$ cat src/hdl/gft_defines.vh
// register indices, field positions and reset values for the gci block
`ifndef GFT_DEFINES_VH
`define GFT_DEFINES_VH

`define GFT_IDX_GCI_CTRL     8'h2a
`define GFT_IDX_THR_VALUE    8'h2b
`define GFT_IDX_THR_CTRL     8'h2c
`define GFT_IDX_ECHO_TAP1    8'h2d
`define GFT_IDX_GLOBAL_CTRL  8'h30
`define GFT_IDX_IRQ_STATUS   8'h31
`define GFT_IDX_IRQ_MASK     8'h32
`define GFT_IDX_LINE_STATUS  8'h33

`define GFT_GCI_B1_BIT       0
`define GFT_GCI_B2_BIT       1
`define GFT_GCI_FMT_LSB      2
`define GFT_GCI_FMT_MSB      3

`define GFT_THR_DIR_BIT      0
`define GFT_THR_MASK_BIT     1
`define GFT_THR_SRC_BIT      2
`define GFT_THR_FLAG_BIT     3

`define GFT_FMT_ALAW         2'b00
`define GFT_FMT_MULAW        2'b01
`define GFT_FMT_LIN8         2'b10
`define GFT_FMT_LIN16        2'b11

`define GFT_IRQ_THR_BIT      0
`define GFT_IRQ_TXDROP_BIT   1
`define GFT_IRQ_RXDROP_BIT   2
`define GFT_IRQ_W            3

`define GFT_GLB_IRQ_EN_BIT   0

`define GFT_RST_BYTE         8'h00
`define GFT_RST_IRQ          3'h0

`endif

$ cat src/hdl/gft_regs.v
// gci format, line threshold interrupt and echo tap register slice
//
// Implementation choice: register access over APB.
`timescale 1ns/1ps
`include "gft_defines.vh"
module gft_regs #(
	parameter AW = 12
) (
	input  wire          sys_clk_in,
	input  wire          srst_in,
	input  wire          psel_in,
	input  wire          penable_in,
	input  wire          pwrite_in,
	input  wire [AW-1:0] paddr_in,
	input  wire [31:0]   pwdata_in,
	output reg  [31:0]   prdata_out,
	output wire          pready_out,
	output wire          pslverr_out,
	input  wire [7:0]    loop_current_reading_in,
	input  wire          loop_current_valid_in,
	input  wire [7:0]    line_voltage_reading_in,
	input  wire          line_voltage_valid_in,
	input  wire [15:0]   line_tx_sample_in,
	input  wire          line_tx_valid_in,
	output reg  [7:0]    b1_tx_byte_out,
	output reg           b1_tx_valid_out,
	output reg  [7:0]    b2_tx_byte_out,
	output reg           b2_tx_valid_out,
	input  wire [7:0]    b1_rx_byte_in,
	input  wire [7:0]    b2_rx_byte_in,
	input  wire          rx_frame_valid_in,
	output reg  [15:0]   line_rx_sample_out,
	output reg           line_rx_valid_out,
	output reg  [15:0]   echo_tap_term_out,
	output reg           echo_tap_valid_out,
	output reg           aux_out_irq_pin_out
);

	reg  [1:0]  gci_sample_format_r;
	reg         second_bearer_enable_r;
	reg         first_bearer_enable_r;
	reg  [7:0]  line_threshold_value_r;
	reg         threshold_crossed_flag_r;
	reg         threshold_source_select_r;
	reg         threshold_irq_mask_r;
	reg         threshold_direction_r;
	reg  [7:0]  echo_tap_one_coeff_r;
	reg         global_irq_enable_r;
	reg  [`GFT_IRQ_W-1:0] irq_status_r;
	reg  [`GFT_IRQ_W-1:0] irq_mask_r;
	reg  [7:0]  last_abs_r;
	reg         last_hit_r;

	reg  [`GFT_IRQ_W-1:0] irq_status_nxt;
	reg         flag_nxt;
	reg  [31:0] rdata_nxt;
	reg         addr_hit;
	reg  [7:0]  b1_tx_nxt;
	reg  [7:0]  b2_tx_nxt;
	reg         b1_tx_vld_nxt;
	reg         b2_tx_vld_nxt;
	reg  [15:0] rx_nxt;
	reg         rx_vld_nxt;
	reg         tx_drop;
	reg         rx_drop;

	wire [7:0]  word_idx;
	wire        aligned;
	wire        wr_en;
	wire        rd_setup;
	wire [7:0]  sel_reading;
	wire        sel_valid;
	wire [7:0]  sel_abs;
	wire        sel_hit;
	wire        thr_event;
	wire [7:0]  enc_code;
	wire [15:0] dec_sample;
	wire        fmt_mu;
	wire [7:0]  dec_src;
	wire signed [23:0] echo_prod;

	// zero wait states keep the bus simple; data is staged at setup
	assign pready_out = 1'b1;
	assign word_idx   = paddr_in[9:2];
	assign aligned    = (paddr_in[1:0] == 2'b00) &&
	                    (paddr_in[AW-1:10] == {(AW-10){1'b0}});
	assign wr_en      = psel_in & penable_in & pwrite_in & addr_hit;
	assign rd_setup   = psel_in & ~penable_in & ~pwrite_in;
	assign pslverr_out = psel_in & penable_in & ~addr_hit;

	always @* begin
		addr_hit = 1'b0;
		if (!aligned)
			addr_hit = 1'b0;
		else if (word_idx == `GFT_IDX_GCI_CTRL)
			addr_hit = 1'b1;
		else if (word_idx == `GFT_IDX_THR_VALUE)
			addr_hit = 1'b1;
		else if (word_idx == `GFT_IDX_THR_CTRL)
			addr_hit = 1'b1;
		else if (word_idx == `GFT_IDX_ECHO_TAP1)
			addr_hit = 1'b1;
		else if (word_idx == `GFT_IDX_GLOBAL_CTRL)
			addr_hit = 1'b1;
		else if (word_idx == `GFT_IDX_IRQ_STATUS)
			addr_hit = 1'b1;
		else if (word_idx == `GFT_IDX_IRQ_MASK)
			addr_hit = 1'b1;
		else if (word_idx == `GFT_IDX_LINE_STATUS)
			addr_hit = 1'b1;
	end

	// read mux; reserved bits come back as zero
	always @* begin
		rdata_nxt = 32'h0000_0000;
		if (!aligned)
			rdata_nxt = 32'h0000_0000;
		else if (word_idx == `GFT_IDX_GCI_CTRL)
			rdata_nxt[3:0] = {gci_sample_format_r, second_bearer_enable_r,
			                  first_bearer_enable_r};
		else if (word_idx == `GFT_IDX_THR_VALUE)
			rdata_nxt[7:0] = line_threshold_value_r;
		else if (word_idx == `GFT_IDX_THR_CTRL)
			rdata_nxt[3:0] = {threshold_crossed_flag_r,
			                  threshold_source_select_r,
			                  threshold_irq_mask_r, threshold_direction_r};
		else if (word_idx == `GFT_IDX_ECHO_TAP1)
			rdata_nxt[7:0] = echo_tap_one_coeff_r;
		else if (word_idx == `GFT_IDX_GLOBAL_CTRL)
			rdata_nxt[0] = global_irq_enable_r;
		else if (word_idx == `GFT_IDX_IRQ_STATUS)
			rdata_nxt[`GFT_IRQ_W-1:0] = irq_status_r;
		else if (word_idx == `GFT_IDX_IRQ_MASK)
			rdata_nxt[`GFT_IRQ_W-1:0] = irq_mask_r;
		else if (word_idx == `GFT_IDX_LINE_STATUS)
			rdata_nxt[8:0] = {last_hit_r, last_abs_r};
	end

	always @(posedge sys_clk_in) begin
		if (srst_in)
			prdata_out <= 32'h0000_0000;
		else if (rd_setup)
			prdata_out <= rdata_nxt;
	end

	// configuration registers
	always @(posedge sys_clk_in) begin
		if (srst_in) begin
			gci_sample_format_r       <= 2'b00;
			second_bearer_enable_r    <= 1'b0;
			first_bearer_enable_r     <= 1'b0;
			line_threshold_value_r    <= `GFT_RST_BYTE;
			threshold_source_select_r <= 1'b0;
			threshold_irq_mask_r      <= 1'b0;
			threshold_direction_r     <= 1'b0;
			echo_tap_one_coeff_r      <= `GFT_RST_BYTE;
			global_irq_enable_r       <= 1'b0;
			irq_mask_r                <= `GFT_RST_IRQ;
		end else if (wr_en) begin
			if (word_idx == `GFT_IDX_GCI_CTRL) begin
				gci_sample_format_r <=
					pwdata_in[`GFT_GCI_FMT_MSB:`GFT_GCI_FMT_LSB];
				second_bearer_enable_r <= pwdata_in[`GFT_GCI_B2_BIT];
				first_bearer_enable_r  <= pwdata_in[`GFT_GCI_B1_BIT];
			end else if (word_idx == `GFT_IDX_THR_VALUE) begin
				line_threshold_value_r <= pwdata_in[7:0];
			end else if (word_idx == `GFT_IDX_THR_CTRL) begin
				threshold_source_select_r <= pwdata_in[`GFT_THR_SRC_BIT];
				threshold_irq_mask_r      <= pwdata_in[`GFT_THR_MASK_BIT];
				threshold_direction_r     <= pwdata_in[`GFT_THR_DIR_BIT];
			end else if (word_idx == `GFT_IDX_ECHO_TAP1) begin
				echo_tap_one_coeff_r <= pwdata_in[7:0];
			end else if (word_idx == `GFT_IDX_GLOBAL_CTRL) begin
				global_irq_enable_r <= pwdata_in[`GFT_GLB_IRQ_EN_BIT];
			end else if (word_idx == `GFT_IDX_IRQ_MASK) begin
				irq_mask_r <= pwdata_in[`GFT_IRQ_W-1:0];
			end
		end
	end

	// measurement selection and comparison
	assign sel_reading = threshold_source_select_r ?
	                     line_voltage_reading_in :
	                     loop_current_reading_in;
	assign sel_valid   = threshold_source_select_r ?
	                     line_voltage_valid_in :
	                     loop_current_valid_in;

	gft_thresh #(
		.W (8)
	) u_thresh (
		.reading_in (sel_reading),
		.thr_in     (line_threshold_value_r),
		.above_in   (threshold_direction_r),
		.abs_out    (sel_abs),
		.hit_out    (sel_hit)
	);

	assign thr_event = sel_valid & sel_hit;

	always @(posedge sys_clk_in) begin
		if (srst_in) begin
			last_abs_r <= 8'h00;
			last_hit_r <= 1'b0;
		end else if (sel_valid) begin
			last_abs_r <= sel_abs;
			last_hit_r <= sel_hit;
		end
	end

	// flag is cleared by writing zero; a same-cycle crossing wins
	always @* begin
		flag_nxt = threshold_crossed_flag_r;
		if (wr_en && word_idx == `GFT_IDX_THR_CTRL &&
		    !pwdata_in[`GFT_THR_FLAG_BIT])
			flag_nxt = 1'b0;
		if (thr_event)
			flag_nxt = 1'b1;
	end

	always @* begin
		irq_status_nxt = irq_status_r;
		if (wr_en && word_idx == `GFT_IDX_IRQ_STATUS)
			irq_status_nxt = irq_status_r & ~pwdata_in[`GFT_IRQ_W-1:0];
		if (thr_event)
			irq_status_nxt[`GFT_IRQ_THR_BIT] = 1'b1;
		if (tx_drop)
			irq_status_nxt[`GFT_IRQ_TXDROP_BIT] = 1'b1;
		if (rx_drop)
			irq_status_nxt[`GFT_IRQ_RXDROP_BIT] = 1'b1;
	end

	always @(posedge sys_clk_in) begin
		if (srst_in) begin
			threshold_crossed_flag_r <= 1'b0;
			irq_status_r             <= `GFT_RST_IRQ;
			aux_out_irq_pin_out      <= 1'b0;
		end else begin
			threshold_crossed_flag_r <= flag_nxt;
			irq_status_r             <= irq_status_nxt;
			aux_out_irq_pin_out      <= global_irq_enable_r &
				((flag_nxt & threshold_irq_mask_r) |
				 (|(irq_status_nxt & irq_mask_r)));
		end
	end

	// sample path; one companding unit serves both directions
	assign fmt_mu  = (gci_sample_format_r == `GFT_FMT_MULAW);
	assign dec_src = first_bearer_enable_r ? b1_rx_byte_in : b2_rx_byte_in;

	gft_compand u_compand (
		.mu_law_in      (fmt_mu),
		.enc_sample_in  (line_tx_sample_in),
		.enc_code_out   (enc_code),
		.dec_code_in    (dec_src),
		.dec_sample_out (dec_sample)
	);

	always @* begin
		b1_tx_nxt     = 8'h00;
		b2_tx_nxt     = 8'h00;
		b1_tx_vld_nxt = 1'b0;
		b2_tx_vld_nxt = 1'b0;
		tx_drop       = 1'b0;
		case (gci_sample_format_r)
		`GFT_FMT_ALAW, `GFT_FMT_MULAW: begin
			b1_tx_nxt = enc_code;
			b2_tx_nxt = enc_code;
		end
		`GFT_FMT_LIN8: begin
			b1_tx_nxt = line_tx_sample_in[15:8];
			b2_tx_nxt = line_tx_sample_in[15:8];
		end
		default: begin
			b1_tx_nxt = line_tx_sample_in[15:8];
			b2_tx_nxt = line_tx_sample_in[7:0];
		end
		endcase
		if (line_tx_valid_in) begin
			b1_tx_vld_nxt = first_bearer_enable_r;
			b2_tx_vld_nxt = second_bearer_enable_r;
			tx_drop = ~first_bearer_enable_r & ~second_bearer_enable_r;
		end
	end

	always @* begin
		rx_nxt     = 16'h0000;
		rx_vld_nxt = 1'b0;
		rx_drop    = 1'b0;
		case (gci_sample_format_r)
		`GFT_FMT_ALAW, `GFT_FMT_MULAW:
			rx_nxt = dec_sample;
		`GFT_FMT_LIN8:
			rx_nxt = {dec_src, 8'h00};
		default: begin
			if (first_bearer_enable_r && second_bearer_enable_r)
				rx_nxt = {b1_rx_byte_in, b2_rx_byte_in};
			else if (first_bearer_enable_r)
				rx_nxt = {b1_rx_byte_in, 8'h00};
			else
				rx_nxt = {8'h00, b2_rx_byte_in};
		end
		endcase
		if (rx_frame_valid_in) begin
			rx_vld_nxt = first_bearer_enable_r | second_bearer_enable_r;
			rx_drop    = ~rx_vld_nxt;
		end
	end

	always @(posedge sys_clk_in) begin
		if (srst_in) begin
			b1_tx_byte_out     <= 8'h00;
			b2_tx_byte_out     <= 8'h00;
			b1_tx_valid_out    <= 1'b0;
			b2_tx_valid_out    <= 1'b0;
			line_rx_sample_out <= 16'h0000;
			line_rx_valid_out  <= 1'b0;
		end else begin
			b1_tx_valid_out   <= b1_tx_vld_nxt;
			b2_tx_valid_out   <= b2_tx_vld_nxt;
			line_rx_valid_out <= rx_vld_nxt;
			if (b1_tx_vld_nxt)
				b1_tx_byte_out <= b1_tx_nxt;
			if (b2_tx_vld_nxt)
				b2_tx_byte_out <= b2_tx_nxt;
			if (rx_vld_nxt)
				line_rx_sample_out <= rx_nxt;
		end
	end

	// first echo tap: sample times signed q1.7 coefficient
	assign echo_prod = $signed(line_tx_sample_in) *
	                   $signed(echo_tap_one_coeff_r);

	always @(posedge sys_clk_in) begin
		if (srst_in) begin
			echo_tap_term_out  <= 16'h0000;
			echo_tap_valid_out <= 1'b0;
		end else begin
			echo_tap_valid_out <= line_tx_valid_in;
			if (line_tx_valid_in)
				echo_tap_term_out <= echo_prod[22:7];
		end
	end

endmodule

$ cat src/hdl/gft_compand.v
// g.711 a-law and mu-law encoder and decoder, purely combinational
`timescale 1ns/1ps
module gft_compand (
	input  wire        mu_law_in,
	input  wire [15:0] enc_sample_in,
	output reg  [7:0]  enc_code_out,
	input  wire [7:0]  dec_code_in,
	output reg  [15:0] dec_sample_out
);

	integer     i;
	reg         neg;
	reg  [15:0] mag;
	reg  [13:0] v;
	reg  [12:0] m12;
	reg  [2:0]  seg;
	reg  [15:0] sh;
	reg  [7:0]  u;
	reg  [15:0] t;

	always @* begin
		neg = enc_sample_in[15];
		mag = neg ? (16'h0000 - enc_sample_in) : enc_sample_in;
		v   = 14'h0000;
		m12 = 13'h0000;
		seg = 3'h0;
		sh  = 16'h0000;
		if (mu_law_in) begin
			v = (mag[15:2] > 14'h1fde) ? 14'h1fde : mag[15:2];
			v = v + 14'h0021;
			for (i = 5; i <= 12; i = i + 1) begin
				if (v[i])
					seg = i[2:0] - 3'h5;
			end
			sh = {2'b00, v} >> ({1'b0, seg} + 4'h1);
			enc_code_out = {~neg, ~seg, ~sh[3:0]};
		end else begin
			m12 = (mag[15:3] > 13'h0fff) ? 13'h0fff : mag[15:3];
			for (i = 5; i <= 11; i = i + 1) begin
				if (m12[i])
					seg = i[2:0] - 3'h4;
			end
			sh = (seg == 3'h0) ? {3'b000, m12} >> 1 : {3'b000, m12} >> seg;
			enc_code_out = {~neg, seg, sh[3:0]} ^ 8'h55;
		end
	end

	// decoders return full 16-bit scale, so no further shift is needed
	always @* begin
		u = 8'h00;
		t = 16'h0000;
		if (mu_law_in) begin
			u = ~dec_code_in;
			t = ({9'h000, u[3:0], 3'b000} + 16'h0084) << u[6:4];
			t = t - 16'h0084;
			dec_sample_out = u[7] ? (16'h0000 - t) : t;
		end else begin
			u = dec_code_in ^ 8'h55;
			t = {8'h00, u[3:0], 4'h0};
			if (u[6:4] == 3'h0)
				t = t + 16'h0008;
			else
				t = (t + 16'h0108) << (u[6:4] - 3'h1);
			dec_sample_out = u[7] ? t : (16'h0000 - t);
		end
	end

endmodule

$ cat src/hdl/gft_thresh.v
// absolute value of a signed reading compared against a threshold
`timescale 1ns/1ps
module gft_thresh #(
	parameter W = 8
) (
	input  wire [W-1:0] reading_in,
	input  wire [W-1:0] thr_in,
	input  wire         above_in,
	output wire [W-1:0] abs_out,
	output wire         hit_out
);

	// most negative code maps to its true magnitude as unsigned
	assign abs_out = reading_in[W-1] ? ({W{1'b0}} - reading_in) : reading_in;
	assign hit_out = above_in ? (abs_out > thr_in) : (abs_out < thr_in);

endmodule

$ cat config.mk
export PLATFORM = sky130hd
export DESIGN_NAME = gft_regs
export DESIGN_NICKNAME = d
export VERILOG_FILES = /design/src/hdl/gft_regs.v /design/src/hdl/gft_compand.v /design/src/hdl/gft_thresh.v
export VERILOG_INCLUDE_DIRS = /design/src /design/src/hdl
export SDC_FILE = /design/constraint.sdc
export NUM_CORES = 1
export LEC_CHECK = 0
export BUFFER_PORTS_ARGS = -buffer_cell sky130_fd_sc_hd__clkbuf_2
export CORE_MARGIN = 5
export CORE_UTILIZATION = 45
export CTS_CLUSTER_DIAMETER = 40
export DETAILED_ROUTE_END_ITERATION = 8
export PLACE_DENSITY = 0.76
export SYNTH_ARGS = -nofsm -noshare
export SYNTH_HDL_FRONTEND = slang
export SYNTH_HIERARCHICAL = 1
export SYNTH_SLANG_ARGS = --single-unit
$ cat constraint.sdc
create_clock -name sys_clk_in -period 8 [get_ports sys_clk_in]
set_clock_uncertainty 0.1 [all_clocks]
set_input_delay 1.6 -clock sys_clk_in [delete_from_list [all_inputs] [get_ports sys_clk_in]]
set_output_delay 1.6 -clock sys_clk_in [all_outputs]
set_load 0.005 [all_outputs]
* Word level (Yosys, flattened, before mapping)
Index checks and enable logic that the tools add are counted.
** Word-level totals
- Flip-flop bits (word level) :: 102
- Input port bits :: 101
- Word-level logic and storage cells :: 196
** Operators by class
- Add/subtract/negate cells :: 11
- Multipliers :: 1
- $lt $le $gt $ge :: 4
- Equality and inequality tests :: 10
- Shifts and indexed selects :: 4
- Muxes and demuxes :: 91
- Bitwise operators :: 32
- Reductions and logical operators :: 19
** Operator list (number)
- 2-to-1 mux 16 bit :: 8
- 2-to-1 mux 8 bit :: 12
- 2-to-1 mux 9 bit :: 10
- == test 8 x 6 -> 1 bit, second input constant :: 8
- 2-to-1 mux 3 bit :: 19
- subtractor 1 x 16 -> 16 bit, first input constant :: 3
- case mux 16 bit (2 select lines) :: 1
- << shifter 16 x 3 -> 16 bit :: 2
- 2-to-1 mux 1 bit :: 26
- multiplier 16 x 8 -> 23 bit :: 1
- case mux 8 bit (2 select lines) :: 1
- subtractor 16 x 8 -> 16 bit, second input constant :: 1
- adder 14 x 6 -> 14 bit, second input constant :: 1
- greater-than comparator 14 x 13 -> 1 bit, second input constant :: 1
- 2-to-1 mux 14 bit :: 1
- right shift 14 x 4 -> 4 bit :: 1
- greater-than comparator 13 x 12 -> 1 bit, second input constant :: 1
- 2-to-1 mux 13 bit :: 1
- right shift 13 x 3 -> 4 bit :: 1
- 2-to-1 mux 4 bit :: 3
- 2-to-1 mux 6 bit :: 2
- NOT 1 bit :: 12
- NOT 4 bit :: 3
- adder 8 x 9 -> 10 bit, second input constant :: 1
- 29 further kinds :: 52

* Logic depth before layout (Yosys ltp)
- Depth in word-level cells :: 29
- Gate-level depth with buffers :: 26
- Depth with buffers taken out :: 20

* Cells and area by module
Netlist, hierarchy kept.
** By module, submodules not included
- gft_regs :: times used 1, cells an instance 1080, area an instance 9225.1 um^2, sequential area each 2042.0 um^2
- gft_compand :: times used 1, cells an instance 519, area an instance 3398.3 um^2, sequential area each 0.0 um^2
- gft_thresh :: times used 1, cells an instance 47, area an instance 361.6 um^2, sequential area each 0.0 um^2

* Worst setup path after synthesis
OpenSTA, ideal clock, no wires.
- Path type :: in2reg
- Start point :: in line_tx_sample_in[8]
- End point :: reg b2_tx_byte_out[0]
- Arrival time :: 6336 ps
- Path slack :: 1436 ps
- Stages on the path :: 24
- Buffers on the path :: 4
- Cell sequence :: buf_2 or4_1 buf_2 o41ai_2 xnor2_1 o2111ai_4 o21a_4 nor2b_1 ha_1 clkbuf_1 nor3_1 a31oi_1 and3_1 or2_2 clkbuf_1 a21oi_2 o41ai_4 mux2_1 nor4_1 o22ai_1 nor2_1 a211oi_1 a21oi_1 nor2_1
** Between the ends
- Cells in the longest elaborated chain, start to end :: 18
- Elaborated cells between the ends (all ways) :: 32
- Those cells by class :: add/sub (3); order compare (2); shift (2); mux (22); bitwise (2); reduce/logical (1)
** Ends and longest elaborated chain
- from (decl) :: line gft_regs.v:23 : input wire [15:0] line_tx_sample_in,
- subtractor 1 x 16 -> 16 bit :: line gft_compand.v:23 : mag = neg ? (16'h0000 - enc_sample_in) : enc_sample_in;
- 2-to-1 mux 16 bit (*) :: line gft_compand.v:23
- greater-than comparator 14 x 13 -> 1 bit :: line gft_compand.v:29 : v = (mag[15:2] > 14'h1fde) ? 14'h1fde : mag[15:2];
- 2-to-1 mux 14 bit :: line gft_compand.v:29
- adder 14 x 6 -> 14 bit :: line gft_compand.v:30 : v = v + 14'h0021;
- 2-to-1 mux 1 bit :: line gft_compand.v:32 : if (v[i])
- 2-to-1 mux 2 bit (2 in series) :: line gft_compand.v:32
- 2-to-1 mux 3 bit (4 in series) :: line gft_compand.v:32
- 2-to-1 mux 3 bit :: line gft_compand.v:28 : if (mu_law_in) begin
- adder 3 x 1 -> 4 bit :: line gft_compand.v:35 : sh = {2'b00, v} >> ({1'b0, seg} + 4'h1);
- right shift 14 x 4 -> 4 bit :: line gft_compand.v:35
- NOT 4 bit :: line gft_compand.v:36 : enc_code_out = {~neg, ~seg, ~sh[3:0]};
- 2-to-1 mux 7 bit (*) :: line gft_compand.v:28
- named net enc_code[0] :: line gft_regs.v:76 : wire [7:0] enc_code;
- case mux 8 bit (2 select lines) (*) :: line gft_regs.v:265 : case (gci_sample_format_r)
- to (signal assigned) :: line gft_regs.v:325 : b2_tx_byte_out <= b2_tx_nxt;
- to (decl) :: line gft_regs.v:27 : output reg [7:0] b2_tx_byte_out,
Mark *: on every way through the listed nets, which the timed path passes. The rest lies on a longest branch. The select of a mux whose other input is x is not followed.
A chain may end at the register's enable or synchronous reset.

* Worst setup path after layout
- Start point :: in line_tx_sample_in[2]
- End point :: reg b2_tx_byte_out[0]
The elaborated chain is that of the path after synthesis.

==> summary.txt <==
Worst setup path
  • Critical path type: in -> reg
  • Critical Path Fanout Max: 20
  • Critical Path RT: 8.13 ns
  • Slowest cell on the critical path: o41ai_4
  • Cells along the critical path: clkbuf_2, or4_4, o41ai_2, xnor2_1, o2111ai_4, o21a_4, nand2_1, ha_1, nor3_1, a31oi_1, o211ai_1, and3b_1, o41ai_4, mux2_1, nor4_1, o22ai_1, nor2_1, a211oi_1, a21oi_1, nor2_1
  • Data arrival time of the worst path: 7.42 ns
  • CP startpoint kind: primary input
  • Setup crit end kind: flip-flop
  • CP dominant cell by count: nor2_1
  • Slowest cell delay on critical path: 0.84 ns

Yosys
  • Sequential cell area fraction in the yosys report: 15.7%
  • Synth Area per Inst: 7.89 um^2
  • Post-Synth Simple-Gate Area: 23.0%
  • Compound-cell area share of the yosys netlist: 18.3%
  • Main synth FF type: dfxtp_1
  • Largest family of logic cells by synthesized area: simple AND/OR/NAND/NOR gates
  • Synth Instances: 1,646
  • Top cells by area, synth: dfxtp_1 16%, fa_1 15%, ha_1 5.9%, inv_1 4.9%, nor2_1 4.9%
  • Yosys cell types: 101
  • Synthesis Warnings: 6
  • Multiplexer share of the synthesized area: 7.42%
  • XOR/XNOR share of the synthesized area: 5.32%
  • FFs w/ async S/R, synth: 0%
  • Number of flops mapped to enable cells by yosys: 0
  • Synth Area in Adders: 21.0%
  • Top cell type's share of synthesized area: 15.7%
  • Synthesized flop and latch total: 102
  • Mapped Area: 13,000 um^2
  • Biggest area consumer among synthesized cells: dfxtp_1

Global route
  • Largest net degree at the start of global routing: 83
  • GRT Resource Usage Total: 22.3%
  • Vias in the first global route: 11,900
  • Initial antenna violation count: 0
  • Congestion Overflow GR: 0
  • First-pass GRT wire length: 60,800 um

Timing
  • Tmin final: 7.29 ns
  • Slew margin rel.: 31.4%
  • Hold slack final: 0.361 ns
  • Final setup TNS: 0 ns
  • Pins Over Slew Limit: 0
  • Slew @ Worst Pin: 1.00 ns
  • Crit share post-route: 91.1%
  • RSZ-0062 raised after global routing: false
  • Fmax: 137 MHz
  • Final worst-path setup slack: 0.709 ns
  • Final Setup Violations: 0
  • Hold Fails Final Rpt: 0

Layout
  • Finished layout cell area: 14,100 um^2
  • Layout cell share with drive strength beyond 1: 13.8%
  • Commonest cells after routing, fill and taps aside: 171 x inv_1, 170 x nor2_1, 149 x nand2_1, 138 x clkbuf_2, 106 x a21oi_1
  • Core Util, Final: 49.3%
  • Non-Filler Instances: 2,116
  • Commonest non-fill, non-tap cell in the layout: inv_1
  • Nets: 1,987
  • Area Overhead vs Synth: 8.79%
  • Antenna cells: 0

Placed design
  • Placed Cells: 2,100
  • Setup WS pre-CTS: 0.445 ns
  • Port Buf Inserts: 139
  • Global placer's final weighted congestion: 0.927
  • Post-DP Area: 13,800 um^2
  • Post-DP HPWL: 28,800 um

Clock tree
  • Post-cts sizing count: 0
  • Worst-path clk slew: 0.08 ns
  • CTS tree: done
  • Post-CTS Setup Repair Bufs: 0
  • # hold bufs at CTS: 0
  • Clk buf depth: 2
  • CTS sink cnt: 102
  • Root Driver: clkbuf_16
  • Latest clock arrival within the worst-skew pair: 0.37 ns
  • TritonCTS buffer count: 9
  • H-tree Lvls: 3

Power
  • Leakage: 6.20 nW
  • Tot Pwr: 1.38 mW
  • VDD IR max: 0.0000923 V
  • Total power divided by cell area: 97.9 nW/um^2

Floorplanning
  • Die X: 180 um
  • Die area: 32,400 um^2
  • Starting Density: 45.4%
  • Die Y: 180 um
  • Top Ports: 188
  • Core box area: 28,600 um^2
  • Row count: 62

Route
  • Antenna Violating Nets Remaining: 0
  • DR WL/cell: 17.6 um
  • Number of remaining DRC errors: 0
  • Avg Vias per Cell: 5.71
  • Routed WL: 37,300 um
  • Pre-antenna DRT Iters: 5
  • Starting DRC count in detailed routing: 1,092
  • Routed vias: 12,100

Outcome
  • Status: finished clean

Min path
  • Hold Path Class: reg -> reg

Flow run
  • MaxCap Viol Count: 0
## sequential cells by signal, indices dropped and copies added (netlist names)
name                       cells
global_irq_enable_r            1
first_bearer_enable_r          1
irq_mask_r                     3
threshold_direction_r          1
echo_tap_term_out             16
echo_tap_valid_out             1
aux_out_irq_pin_out            1
threshold_irq_mask_r           1
threshold_crossed_flag_r       1
line_rx_valid_out              1
threshold_source_select_r      1
line_rx_sample_out            16
last_abs_r                     8
echo_tap_one_coeff_r           8
second_bearer_enable_r         1
b1_tx_valid_out                1
b1_tx_byte_out                 8
b2_tx_byte_out                 8
prdata_out                     9
last_hit_r                     1
line_threshold_value_r         8
irq_status_r                   3
gci_sample_format_r            2
b2_tx_valid_out                1
## critical path, delay by kind of cell
family / cells / cell delay, ns
buffers and inverters: 1 / 0.26
AO/OA/AOI/OAI: 9 / 2.81
XOR/XNOR: 1 / 0.33
adder cells (fa/ha/maj): 1 / 0.33
AND/OR/NAND/NOR: 7 / 1.67
multiplexers: 1 / 0.40
## cell usage after synthesis (16+ instances only)
cell type,n
a221oi_1,18
o21ai_0,52
mux2i_1,58
and2_1,97
xnor2_1,39
buf_4,28
nand2_1,149
nand3_1,16
dfxtp_1,102
a211oi_1,20
mux2_2,27
ha_1,61
nor3_1,35
nor2_1,170
inv_1,171
clkbuf_1,60
xor2_1,38
nor2b_1,17
nand2b_1,23
a21oi_1,106
a31oi_1,20
fa_1,98
## final timing paths
path / startpoint / end / slack [ns] / depth (start not counted)
worst max-delay path: line_tx_sample_in[2] / b2_tx_byte_out[0] / 0.71 / 20
worst min-delay path: last_abs_r[3] / last_abs_r[3] / 0.36 / 2
worst max register to register: echo_tap_one_coeff_r[7] / echo_tap_term_out[14] / 2.53 / 16
worst min register to register: last_abs_r[3] / last_abs_r[3] / 0.36 / 2
## layout make-up
| type | instances | area, um^2 |
|---|---|---|
| fill | 2750 | 14500 |
| multi-input combinational | 1286 | 9840 |
| sequential | 102 | 2040 |
| timing repair buffer | 154 | 811 |
| inverter | 174 | 653 |
| tap | 384 | 480 |
| clock buffer | 10 | 229 |
| clock inverter | 6 | 70.1 |
## where the power goes
part           total (mW)  internal, mW  switching (mW)
Clock               0.465         0.246           0.219
Combinational       0.402         0.146           0.256
Sequential          0.516         0.512         0.00321
## routing by layer
metal	global-route usage, %	up-vias	routed length, um
met2	37.0	477	17600
met5	0	-	0
met4	7.35	0	1100
met3	3.50	83	2470
met1	29.7	5817	16200
li1	-	5708	-
## kinds of logic after synthesis
group | Yosys count
buffers and inverters | 281
other | 3
adder cells (fa/ha/maj) | 159
flip-flops | 102
AND/OR/NAND/NOR | 592
multiplexers | 89
XOR/XNOR | 78
AO/OA/AOI/OAI | 342
Note: power is estimated with default switching activity, not from simulation.
